===== config.mk =====
export PLATFORM = sky130hd
export DESIGN_NAME = rmadc_config_regs
export DESIGN_NICKNAME = d
export VERILOG_FILES = /design/src/pkg/rmadc_pkg.sv /design/src/verilog/rmadc_config_regs.sv
export VERILOG_INCLUDE_DIRS = /design/src /design/src/pkg
export SDC_FILE = /design/constraint.sdc
export NUM_CORES = 1
export LEC_CHECK = 0
export BUFFER_PORTS_ARGS = -buffer_cell sky130_fd_sc_hd__clkbuf_2
export CORE_MARGIN = 2
export CORE_UTILIZATION = 54
export CTS_BUF_LIST = sky130_fd_sc_hd__clkbuf_4 sky130_fd_sc_hd__clkbuf_8 sky130_fd_sc_hd__clkbuf_16
export DETAILED_ROUTE_END_ITERATION = 10
export PLACE_DENSITY = 0.85
export SKIP_LAST_GASP = 1
export SLEW_MARGIN = 5
export SYNTH_ARGS = -nofsm -noshare
export SYNTH_HDL_FRONTEND = slang
export SYNTH_SLANG_ARGS = --single-unit

===== constraint.sdc =====
create_clock -name clk_i -period 2.1 [get_ports clk_i]
set_input_delay 0.42 -clock clk_i [delete_from_list [all_inputs] [get_ports clk_i]]
set_output_delay 0.42 -clock clk_i [all_outputs]
set_load 0.005 [all_outputs]

===== src/pkg/rmadc_regs.svh =====
`ifndef RMADC_REGS_SVH
`define RMADC_REGS_SVH
// register indices; byte address is four times the index
`define RMADC_IDX_RX_MODE      6'h13
`define RMADC_IDX_DRV_CTRL     6'h14
`define RMADC_IDX_DRV_AUTO     6'h15
`define RMADC_IDX_SRC_SEL      6'h16
`define RMADC_RST_RX_MODE      8'h00
`define RMADC_RST_DRV_CTRL     8'h80
`define RMADC_RST_DRV_AUTO     8'h00
`define RMADC_RST_SRC_SEL      8'h10
// receive mode fields
`define RMADC_BIT_CRC_EN       7
`define RMADC_BIT_NO_ERR       3
`define RMADC_RATE_HI          6
`define RMADC_RATE_LO          4
`define RMADC_FRM_HI           1
`define RMADC_FRM_LO           0
`define RMADC_RATE_106         3'h0
`define RMADC_RATE_424         3'h2
`define RMADC_FRM_ISO          2'h0
`define RMADC_FRM_ALT          2'h2
// driver fields
`define RMADC_BIT_INV_TWO      5
`define RMADC_BIT_INV_ONE      4
`define RMADC_BIT_WAKE_EN      5
`define RMADC_DRV_HI           5
`define RMADC_DRV_LO           4
`define RMADC_SIG_HI           3
`define RMADC_SIG_LO           0
// write masks: reserved bits read back as zero
`define RMADC_MASK_DRV_AUTO    8'hEF
`define RMADC_MASK_SRC_SEL     8'h3F
`define RMADC_MIN_FRAME_BITS   4'h4
`define RMADC_CRC_POLY         16'h1021
`define RMADC_CRC_PRESET_ISO   16'h6363
`define RMADC_CRC_PRESET_ALT   16'h0000
`endif


===== src/pkg/rmadc_pkg.sv =====
package rmadc_pkg;
  typedef logic [2:0] rmadc_rate_t;
  typedef logic [1:0] rmadc_frame_t;
  typedef logic [1:0] rmadc_drv_src_t;
  typedef logic [3:0] rmadc_sig_src_t;

  typedef struct packed {
    logic        ack;
    logic [7:0]  rdata;
    logic [7:0]  rx_mode;
    logic [7:0]  drv_ctrl;
    logic [7:0]  drv_auto;
    logic [7:0]  src_sel;
    logic        external_signal_input_s1;
    logic        external_signal_input_s2;
    logic        field_s1;
    logic        field_s2;
    logic        field_prev;
    logic        pd_prev;
    logic        wake;
    logic [15:0] crc;
    logic [3:0]  bit_cnt;
    logic        rx_active;
    logic        frame_ok;
    logic        crc_err;
    logic        short_ign;
    logic        short_err;
    logic        drv1;
    logic        drv1_oe;
    logic        drv2;
    logic        drv2_oe;
    logic        external_signal_output;
    logic        external_signal_output_oe;
  } rmadc_state_s;
endpackage : rmadc_pkg


===== src/verilog/rmadc_config_regs.sv =====
// Local design decision: the Wishbone slave port.
`timescale 1ns/1ns
`include "rmadc_regs.svh"
// Functional notes
// - checksum enable set: received frames are checked with a CRC
// - receive bit rate codes 000, 001, 010 give 106, 212, 424 kbit
// - ignore_short_frames: under 4 bits dropped, receiver stays active
// - frame format 00 is 14443A at 106, 10 the alternate framing
// - receive mode at 13h, reset 00h, rate and format set by hardware
// - driver control bit 5 inverts antenna driver two
// - driver control bit 4 inverts antenna driver one
// - driver control register at 14h, reset 80h
// - field_wake_enable set: field detection ends soft power-down
// - driver auto register at 15h, reset 00h, bit 4 reserved
// - source select: driver source 5:4, signal output 3:0, reset 10h
// - driver source: float, coder envelope, external input, high
// - in soft power-down drivers float only when source is tristate
// - signal output: float, low, high, coder, transmit, receive stream
module rmadc_config_regs (
  input  wire logic                   clk_i,
  input  wire logic                   rst_i,
  input  wire logic                   wb_cyc_i,
  input  wire logic                   wb_stb_i,
  input  wire logic                   wb_we_i,
  input  wire logic [7:0]             wb_adr_i,
  input  wire logic [31:0]            wb_dat_i,
  input  wire logic [3:0]             wb_sel_i,
  output logic [31:0]                 wb_dat_o,
  output logic                        wb_ack_o,
  input  wire logic                   mode_update_i,
  input  wire rmadc_pkg::rmadc_rate_t mode_update_rate_i,
  input  wire rmadc_pkg::rmadc_frame_t mode_update_format_i,
  input  wire logic                   rx_start_i,
  input  wire logic                   rx_bit_valid_i,
  input  wire logic                   rx_bit_i,
  input  wire logic                   rx_frame_end_i,
  output logic                        rx_active_o,
  output logic                        rx_frame_ok_o,
  output logic                        rx_crc_error_o,
  output logic                        rx_short_ignored_o,
  output logic                        rx_short_error_o,
  output rmadc_pkg::rmadc_rate_t      receive_bit_rate_o,
  output rmadc_pkg::rmadc_frame_t     receive_frame_format_o,
  output logic                        receive_checksum_enable_o,
  input  wire logic                   soft_power_down_i,
  input  wire logic                   rf_field_detect_i,
  output logic                        field_wake_o,
  input  wire logic                   coder_envelope_i,
  input  wire logic                   tx_serial_i,
  input  wire logic                   rx_serial_i,
  input  wire logic                   external_signal_input_i,
  output logic                        antenna_driver_pin_one_o,
  output logic                        antenna_driver_pin_one_oe_o,
  output logic                        antenna_driver_pin_two_o,
  output logic                        antenna_driver_pin_two_oe_o,
  output logic                        external_signal_output_o,
  output logic                        external_signal_output_oe_o
);
  import rmadc_pkg::*;

  rmadc_state_s q;
  rmadc_state_s d;

  logic           req;
  logic           wr;
  logic [5:0]     idx;
  rmadc_rate_t    rate_raw;
  rmadc_frame_t   frm_raw;
  rmadc_drv_src_t drv_src;
  rmadc_sig_src_t sig_src;
  logic           drv_val;
  logic           crc_fb;
  logic           short_frame;
  logic           crc_bad;

  assign req     = wb_cyc_i && wb_stb_i && !q.ack;
  // write lands on the edge at which the master samples ack
  assign wr      = wb_cyc_i && wb_stb_i && q.ack && wb_we_i && wb_sel_i[0];
  assign idx     = wb_adr_i[7:2];
  assign rate_raw = q.rx_mode[`RMADC_RATE_HI:`RMADC_RATE_LO];
  assign frm_raw  = q.rx_mode[`RMADC_FRM_HI:`RMADC_FRM_LO];
  assign drv_src  = q.src_sel[`RMADC_DRV_HI:`RMADC_DRV_LO];
  assign sig_src  = q.src_sel[`RMADC_SIG_HI:`RMADC_SIG_LO];
  assign short_frame = q.bit_cnt < `RMADC_MIN_FRAME_BITS;
  assign crc_bad = q.rx_mode[`RMADC_BIT_CRC_EN] && (q.crc != 16'h0000);
  assign crc_fb  = q.crc[15] ^ rx_bit_i;

  // unsupported codes fall back to the base setting
  always_comb begin
    if (rate_raw > `RMADC_RATE_424) begin
      receive_bit_rate_o = `RMADC_RATE_106;
    end else begin
      receive_bit_rate_o = rate_raw;
    end
    if (frm_raw == `RMADC_FRM_ALT) begin
      receive_frame_format_o = `RMADC_FRM_ALT;
    end else begin
      receive_frame_format_o = `RMADC_FRM_ISO;
    end
  end

  always_comb begin
    case (drv_src)
      2'h1:    drv_val = coder_envelope_i;
      2'h2:    drv_val = q.external_signal_input_s2;
      2'h3:    drv_val = 1'b1;
      default: drv_val = 1'b0;
    endcase
  end

  always_comb begin
    d = q;
    d.ack = req;
    // bus side
    if (req) begin
      case (idx)
        `RMADC_IDX_RX_MODE:  d.rdata = q.rx_mode;
        `RMADC_IDX_DRV_CTRL: d.rdata = q.drv_ctrl;
        `RMADC_IDX_DRV_AUTO: d.rdata = q.drv_auto;
        `RMADC_IDX_SRC_SEL:  d.rdata = q.src_sel;
        default:             d.rdata = 8'h00;
      endcase
    end
    if (wr) begin
      case (idx)
        `RMADC_IDX_RX_MODE:  d.rx_mode = wb_dat_i[7:0];
        `RMADC_IDX_DRV_CTRL: d.drv_ctrl = wb_dat_i[7:0];
        `RMADC_IDX_DRV_AUTO:
          d.drv_auto = wb_dat_i[7:0] & `RMADC_MASK_DRV_AUTO;
        `RMADC_IDX_SRC_SEL:
          d.src_sel = wb_dat_i[7:0] & `RMADC_MASK_SRC_SEL;
        default: d.rx_mode = q.rx_mode;
      endcase
    end
    // hardware update of rate and format wins over a same-cycle write
    if (mode_update_i) begin
      d.rx_mode[`RMADC_RATE_HI:`RMADC_RATE_LO] = mode_update_rate_i;
      d.rx_mode[`RMADC_FRM_HI:`RMADC_FRM_LO] = mode_update_format_i;
    end

    // pin synchronisers
    d.external_signal_input_s1 = external_signal_input_i;
    d.external_signal_input_s2 = q.external_signal_input_s1;
    d.field_s1 = rf_field_detect_i;
    d.field_s2 = q.field_s1;
    d.field_prev = q.field_s2;
    d.pd_prev = soft_power_down_i;

    // wake on a new field, or a field already present at power-down entry
    d.wake = q.drv_auto[`RMADC_BIT_WAKE_EN] && soft_power_down_i
             && q.field_s2 && (!q.field_prev || !q.pd_prev)
             && !q.wake;

    // receive checking
    d.frame_ok = 1'b0;
    d.crc_err = 1'b0;
    d.short_ign = 1'b0;
    d.short_err = 1'b0;
    if (rx_bit_valid_i) begin
      d.crc = {q.crc[14:0], 1'b0} ^ (crc_fb ? `RMADC_CRC_POLY : 16'h0000);
      if (q.bit_cnt != 4'hF) begin
        d.bit_cnt = q.bit_cnt + 4'h1;
      end
    end
    if (rx_frame_end_i && q.rx_active) begin
      if (short_frame) begin
        if (q.rx_mode[`RMADC_BIT_NO_ERR]) begin
          d.short_ign = 1'b1;
        end else begin
          d.short_err = 1'b1;
          d.rx_active = 1'b0;
        end
      end else begin
        d.crc_err = crc_bad;
        d.frame_ok = !crc_bad;
        d.rx_active = 1'b0;
      end
    end
    // every frame boundary restarts count and checksum
    if (rx_frame_end_i || rx_start_i) begin
      d.bit_cnt = 4'h0;
      d.crc = (receive_frame_format_o == `RMADC_FRM_ALT) ?
              `RMADC_CRC_PRESET_ALT : `RMADC_CRC_PRESET_ISO;
    end
    if (rx_start_i) begin
      d.rx_active = 1'b1;
    end

    // drivers follow the source even in power-down unless set to float
    d.drv1_oe = drv_src != 2'h0;
    d.drv2_oe = drv_src != 2'h0;
    d.drv1 = drv_val ^ q.drv_ctrl[`RMADC_BIT_INV_ONE];
    d.drv2 = drv_val ^ q.drv_ctrl[`RMADC_BIT_INV_TWO];

    // codes not listed float the pin
    d.external_signal_output_oe = 1'b1;
    case (sig_src)
      4'h1:    d.external_signal_output = 1'b0;
      4'h2:    d.external_signal_output = 1'b1;
      4'h4:    d.external_signal_output = coder_envelope_i;
      4'h5:    d.external_signal_output = tx_serial_i;
      4'h7:    d.external_signal_output = rx_serial_i;
      default: begin
        d.external_signal_output = 1'b0;
        d.external_signal_output_oe = 1'b0;
      end
    endcase
  end

  always_ff @(posedge clk_i) begin
    if (rst_i) begin
      q <= '0;
      q.rx_mode <= `RMADC_RST_RX_MODE;
      q.drv_ctrl <= `RMADC_RST_DRV_CTRL;
      q.drv_auto <= `RMADC_RST_DRV_AUTO;
      q.src_sel <= `RMADC_RST_SRC_SEL;
      q.crc <= `RMADC_CRC_PRESET_ISO;
    end else begin
      q <= d;
    end
  end

  assign wb_ack_o = q.ack;
  assign wb_dat_o = {24'h000000, q.rdata};
  assign rx_active_o = q.rx_active;
  assign rx_frame_ok_o = q.frame_ok;
  assign rx_crc_error_o = q.crc_err;
  assign rx_short_ignored_o = q.short_ign;
  assign rx_short_error_o = q.short_err;
  assign receive_checksum_enable_o = q.rx_mode[`RMADC_BIT_CRC_EN];
  assign field_wake_o = q.wake;
  assign antenna_driver_pin_one_o = q.drv1;
  assign antenna_driver_pin_one_oe_o = q.drv1_oe;
  assign antenna_driver_pin_two_o = q.drv2;
  assign antenna_driver_pin_two_oe_o = q.drv2_oe;
  assign external_signal_output_o = q.external_signal_output;
  assign external_signal_output_oe_o = q.external_signal_output_oe;
endmodule : rmadc_config_regs


# --- Yosys cells after proc, flatten, opt, wreduce, memory -nomap -nowiden ---
# Index checks and enable logic that the tools add are counted.
totals:
  in_bits: 65
  ram_bits: 0
  output_inout_bits: 51
  latchBits: 0
  reg_bits: 75
  romBits: 0
  memories: 0
op_classes:
  add_sub_neg: 1
  bitwise: 6
  reduce_logical: 35
  magnitude_cmp: 2
  multipliers: 0
  div_mod_pow: 0
  eq_ne: 16
  shift: 0
  muxes: 26
op_table:
  columns: ["op", "n"]
  rows:
  - ["20-bit 2-to-1 mux", 2]
  - ["8-bit case mux with 4 select lines", 1]
  - ["31-bit 2-to-1 mux", 1]
  - ["6-bit by 5-bit equality test with 1-bit output, second input constant", 4]
  - ["8-bit 2-to-1 mux", 2]
  - ["16-bit nonzero test", 1]
  - ["16-bit by 13-bit XOR with 16-bit output", 1]
  - ["15-bit 2-to-1 mux", 1]
  - ["2-bit AND reduction", 7]
  - ["13-bit 2-to-1 mux", 1]
  - ["4-bit by 3-bit equality test with 1-bit output, second input constant", 3]
  - ["1-bit logical AND", 11]
  - ["2-bit nonzero test", 5]
  - ["2-bit equality test, second input constant", 4]
  - ["2-bit 2-to-1 mux", 4]
  - ["7-bit 2-to-1 mux", 1]
  - ["1-bit 2-to-1 mux", 6]
  - ["3-bit 2-to-1 mux", 2]
  - ["6-bit 2-to-1 mux", 1]
  - ["3-bit OR reduction", 2]
  - ["1-bit logical NOT", 5]
  - ["5-bit 2-to-1 mux", 1]
  - ["5-bit OR reduction", 1]
  - ["4-bit by 1-bit adder with 4-bit output, second input constant", 1]
  - ["other kinds (14)", 18]

# --- Depth between registers and ports, before layout ---
depth:
  word_depth: 6
  mapped_depth: 6

# --- Least setup slack after synthesis ---
# Ideal clock, no wire load.
synth_path:
  path_type: "input-to-reg"
  start: "input wb_adr_i[3]"
  end: "register q, in the netlist wb_dat_o[2]"
  slack_ns: 0.553
  cell_stages: 6
  n_path_buf: 2
  t_arrival_ns: 1.401
  t_required_ns: 1.955
  setup_time_ns: 0.145
  cell_sequence: "buf_6 -> and3b_4 -> and2_1 -> buf_4 -> a222oi_1 -> a221oi_1"
synth_between:
  elab_chain_len: 2
synth_lines:
  columns: ["element", "line_no", "rtl"]
  rows:
  - ["from (decl)", "rmadc_config_regs.sv:25", "input wire logic [7:0] wb_adr_i,"]
  - ["6-bit by 5-bit equality test with 1-bit output", "rmadc_config_regs.sv:116", "case (idx)"]
  - ["8-bit case mux with 4 select lines (*)", "rmadc_config_regs.sv:116", null]
  - ["to (decl)", "rmadc_config_regs.sv:61", "rmadc_state_s q;"]
# Mark *: on every way between the ends. The rest lies on a longest branch, timed or not.
# A chain may end at the register's enable or synchronous reset.

# --- Worst setup path after layout ---
layout_path:
  start: "register q, in the netlist wb_ack_o"
  end: "register q[68] (netlist name)"
layout_between:
  elab_chain_len: 5
layout_lines:
  columns: ["element", "line_no", "rtl"]
  rows:
  - ["1-bit logical AND (3 in series)", "rmadc_config_regs.sv:78", "assign wr = wb_cyc_i && wb_stb_i && q.ack && wb_we_i && wb_sel_i[0];"]
  - ["2-bit nonzero test (no source line)", null, null]
  - ["2-bit AND reduction (no source line)", null, null]
# Every way passes these cells.

==> metrics.txt <==
# TYPE chip_impl_metric gauge
chip_impl_metric{name="async_reset_ff_frac",unit=""} 0
chip_impl_metric{name="insertion_delay",unit="ns"} 0.34
chip_impl_metric{name="drc",unit=""} 0
chip_impl_metric{name="finalNetCount",unit=""} 497
chip_impl_metric{name="worstPathArrival",unit="ns"} 1.83
chip_impl_metric{name="syn_area",unit="sq um"} 3510
chip_impl_metric{name="leakage",unit="nW"} 1.54
chip_impl_metric{name="std_cell_rows",unit=""} 29
chip_impl_info{name="yosysMostFrequentCell",value="sky130_fd_sc_hd__dfxtp_1"} 1
chip_impl_metric{name="clk_pin_slew",unit="ns"} 0.07
chip_impl_metric{name="synth.distinct_cells",unit=""} 48
chip_impl_info{name="startpoint_types",value="flip-flop"} 1
chip_impl_metric{name="groute.usage.overall",unit=""} 0.218
chip_impl_info{name="cts_tree",value="built"} 1
chip_impl_metric{name="cp_slowest_stage_delay",unit="ns"} 0.37
chip_impl_metric{name="cap_violations",unit=""} 0
chip_impl_metric{name="syn2layout_area_growth",unit="%"} 10.3
chip_impl_metric{name="netlist_instances",unit=""} 389
chip_impl_info{name="rsz0062_at_grt",value="no"} 1
chip_impl_info{name="min_from",value="rf_field_detect_i"} 1
chip_impl_metric{name="ys_seq_area_frac",unit=""} 0.428
chip_impl_metric{name="timing.fmax",unit="GHz"} 0.623
chip_impl_info{name="postSynth.topFlopCell",value="sky130_fd_sc_hd__dfxtp_1"} 1
chip_impl_metric{name="grt.overflow.total",unit=""} 0
chip_impl_metric{name="final_hold_viol_count",unit=""} 0
chip_impl_metric{name="die_x",unit="microns"} 84.6
chip_impl_metric{name="critPathMaxFanout",unit=""} 13
chip_impl_metric{name="starting_density_of_the_core",unit=""} 0.556
chip_impl_metric{name="synth_top_cell_area_share",unit=""} 0.428
chip_impl_metric{name="layout_worst_path_cycle_share",unit=""} 0.764
chip_impl_metric{name="filler_cell_count",unit=""} 545
chip_impl_metric{name="finalMaxSlewViolations",unit=""} 0
chip_impl_metric{name="wl_per_cell",unit="microns"} 14.8
chip_impl_metric{name="cts_hold_buf",unit=""} 0
chip_impl_metric{name="grt_pass1_vias",unit=""} 2772
chip_impl_metric{name="port_buffers",unit=""} 60
chip_impl_info{name="synth_common_cells",value="75 x sky130_fd_sc_hd__dfxtp_1, 38 x sky130_fd_sc_hd__buf_4, 29 x sky130_fd_sc_hd__o21ai_0"} 1
chip_impl_metric{name="power.combinational.fraction",unit=""} 0.075
chip_impl_info{name="cpMaxStageDelayCell",value="sky130_fd_sc_hd__a2111oi_1"} 1
chip_impl_metric{name="postCtsSetupRepairBufs",unit=""} 0
chip_impl_metric{name="fin_crit",unit="ns"} 1.60
chip_impl_metric{name="mean_instance_size_in_the_synthesized_netlist",unit="sq um"} 9.02
chip_impl_info{name="post_synth_main_area_contributors",value="sky130_fd_sc_hd__dfxtp_1 43%, sky130_fd_sc_hd__buf_4 8.1%, sky130_fd_sc_hd__mux2i_1 4.6%"} 1
chip_impl_metric{name="clock_sinks",unit=""} 75
chip_impl_metric{name="detailed_route_via_count",unit=""} 2910
chip_impl_metric{name="vias_per_cell",unit=""} 5.68
chip_impl_info{name="crit_path_start",value="wb_ack_o"} 1
chip_impl_metric{name="final_routed_wirelength_across_all_metal_layers",unit="microns"} 7590
chip_impl_metric{name="synth_warnings",unit=""} 0
chip_impl_metric{name="relSlewSlack",unit=""} 0.609
chip_impl_info{name="worst_hold_path_type",value="primary input to flip-flop"} 1
chip_impl_metric{name="cp.required",unit="ns"} 2.33
chip_impl_metric{name="drtPass1Iterations",unit=""} 6
chip_impl_metric{name="antenna_left",unit=""} 0
chip_impl_metric{name="power.share.sequential",unit=""} 0.514
chip_impl_info{name="netlist.top_cell.by_area",value="sky130_fd_sc_hd__dfxtp_1"} 1
chip_impl_info{name="worst_setup_path_end_kind",value="flip-flop"} 1
chip_impl_metric{name="sw_frac_of_total",unit=""} 0.223
chip_impl_metric{name="gp_routability_congestion",unit=""} 0.847
chip_impl_metric{name="cts_max_path_buffers",unit=""} 2
chip_impl_metric{name="die-area",unit="sq um"} 7160
chip_impl_metric{name="grt_pass1_wl",unit="microns"} 12700
chip_impl_info{name="timing.critical_path.cells",value="and4_1 -> nand4_4 -> nor3b_1 -> a2111oi_1"} 1
chip_impl_metric{name="placeableCoreArea",unit="sq um"} 6310
chip_impl_metric{name="report.final.setup_viol",unit=""} 0
chip_impl_metric{name="ys_seq_elements",unit=""} 75
chip_impl_metric{name="power.density_cell_area",unit="nW/um^2"} 742
chip_impl_metric{name="dp_hpwl",unit="microns"} 5380
chip_impl_info{name="clockRootBuffer",value="sky130_fd_sc_hd__clkbuf_8"} 1
chip_impl_metric{name="chipHeight",unit="microns"} 84.6
chip_impl_metric{name="boundary_pins",unit=""} 116
chip_impl_metric{name="num_antenna_cells",unit=""} 0
chip_impl_metric{name="layout_cells_sized_above_1",unit=""} 0.216
chip_impl_metric{name="fin_setup_tns",unit="ns"} 0
chip_impl_metric{name="synth-edff-count",unit=""} 0
chip_impl_metric{name="vdd_ir_drop_max",unit="mV"} 0.392
chip_impl_info{name="worstSetupPathType",value="flip-flop to flip-flop"} 1
chip_impl_metric{name="antenna_violations_before_repair",unit=""} 0
chip_impl_metric{name="finClkSkew",unit="ns"} 0.00522
chip_impl_metric{name="p_switching",unit="W"} 0.000642
chip_impl_info{name="r2r-start",value="wb_ack_o"} 1
chip_impl_metric{name="fin_util",unit=""} 0.613
chip_impl_metric{name="intPower",unit="W"} 0.00223
chip_impl_metric{name="numCtsBuffers",unit=""} 9
chip_impl_metric{name="worst_pin_slew",unit="ns"} 0.587
chip_impl_metric{name="cts.htree.levels",unit=""} 3
chip_impl_metric{name="grt_start_max_net_pins",unit=""} 40
chip_impl_metric{name="drt_iter0_drc",unit=""} 174
chip_impl_info{name="outcome",value="completed"} 1
chip_impl_metric{name="p_clk_frac",unit=""} 0.412
chip_impl_metric{name="cts-resized-gates",unit=""} 0
[metal layers]
layer	wire length, microns	global-route usage	up-vias
li1	-	-	1401
met1	3190	0.269	1395
met2	3760	0.366	97
met3	456	0.0442	17
met4	178	0.101	0
met5	0	0	-
[layout by cell type, fill, tap and decap left out, types with 6 or more instances in the layout]
cell type                  instances
sky130_fd_sc_hd__a21oi_1          27
sky130_fd_sc_hd__a22oi_1           7
sky130_fd_sc_hd__clkbuf_2         60
sky130_fd_sc_hd__clkbuf_8         13
sky130_fd_sc_hd__conb_1           26
sky130_fd_sc_hd__dfxtp_1          75
sky130_fd_sc_hd__inv_1             6
sky130_fd_sc_hd__mux2i_1          16
sky130_fd_sc_hd__nand2_1          25
sky130_fd_sc_hd__nand3_1          27
sky130_fd_sc_hd__nand3b_1          6
sky130_fd_sc_hd__nor2_1           23
sky130_fd_sc_hd__nor2b_1          10
sky130_fd_sc_hd__nor3_1            9
sky130_fd_sc_hd__nor3b_1           8
sky130_fd_sc_hd__o21ai_0          29
[worst max-delay path: cells and delay by family (launching register included)]
| kind | cells | cell delay (ns) |
|---|---|---|
| simple gates | 3 | 0.76 |
| compound gates | 1 | 0.37 |
| flops | 1 | 0.36 |
[power by group through the flow]
stage | combinational, W | sequential (W) | clock [W]
finish | 0.000214 | 0.00148 | 0.00118
global route | 0.000238 | 0.00148 | 0.00125
CTS | 0.000214 | 0.00147 | 0.00119
global placement | 0.000206 | 0.00151 | 0
detailed placement | 0.000212 | 0.00151 | 0
floorplan | 0.000172 | 0.00150 | 0
[layout make-up]
cell class | count | area (sq um) | area share
multi-input combinational | 273 | 1670 | 0.433
sequential | 75 | 1500 | 0.388
timing repair buffer | 66 | 358 | 0.0925
clock buffer | 14 | 186 | 0.0482
tap | 77 | 96.3 | 0.0249
clock inverter | 1 | 30.0 | 0.00776
inverter | 6 | 22.5 | 0.00582
[metrics by stage]
step	setup WS, ns	total power [W]	std cells	cell area (sq um)	hold WS (ns)
2_1_floorplan	0.553	0.00167	414	3600	0.414
3_3_place_gp	0.343	0.00171	497	3650	0.406
3_5_place_dp	0.293	0.00172	497	3650	0.414
4_1_cts	0.475	0.00288	512	3870	0.285
5_1_grt	0.404	0.00297	512	3870	0.315
6_report	0.496	0.00287	512	3870	0.295
[flip-flops by register name, indices dropped and copies added, names as in the netlist, 2 cells and up]
name,flops
d,3
drv_src,2
frm_raw,2
q,47
wb_dat_o,8
[kinds of logic after synthesis]
family / Yosys count / share of synthesized area
compound gates: 84 / 0.154
xor+xnor: 9 / 0.0225
fa+ha+maj: 1 / 0.00357
buf+inv: 66 / 0.122
flops: 75 / 0.428
mux: 19 / 0.0553
other cells: 1 / 0.00107
simple gates: 134 / 0.214
[path summary, 6_finish.rpt]
check                                     to  slack [ns]  depth (start not counted)
worst min register to register  field_wake_o        0.42                          1
worst max register to register         q[68]        0.50                          4
worst max-delay path                   q[68]        0.50                          4
worst min-delay path                   d[34]        0.29                          2
No activity file was read; power rests on OpenSTA's default activity.
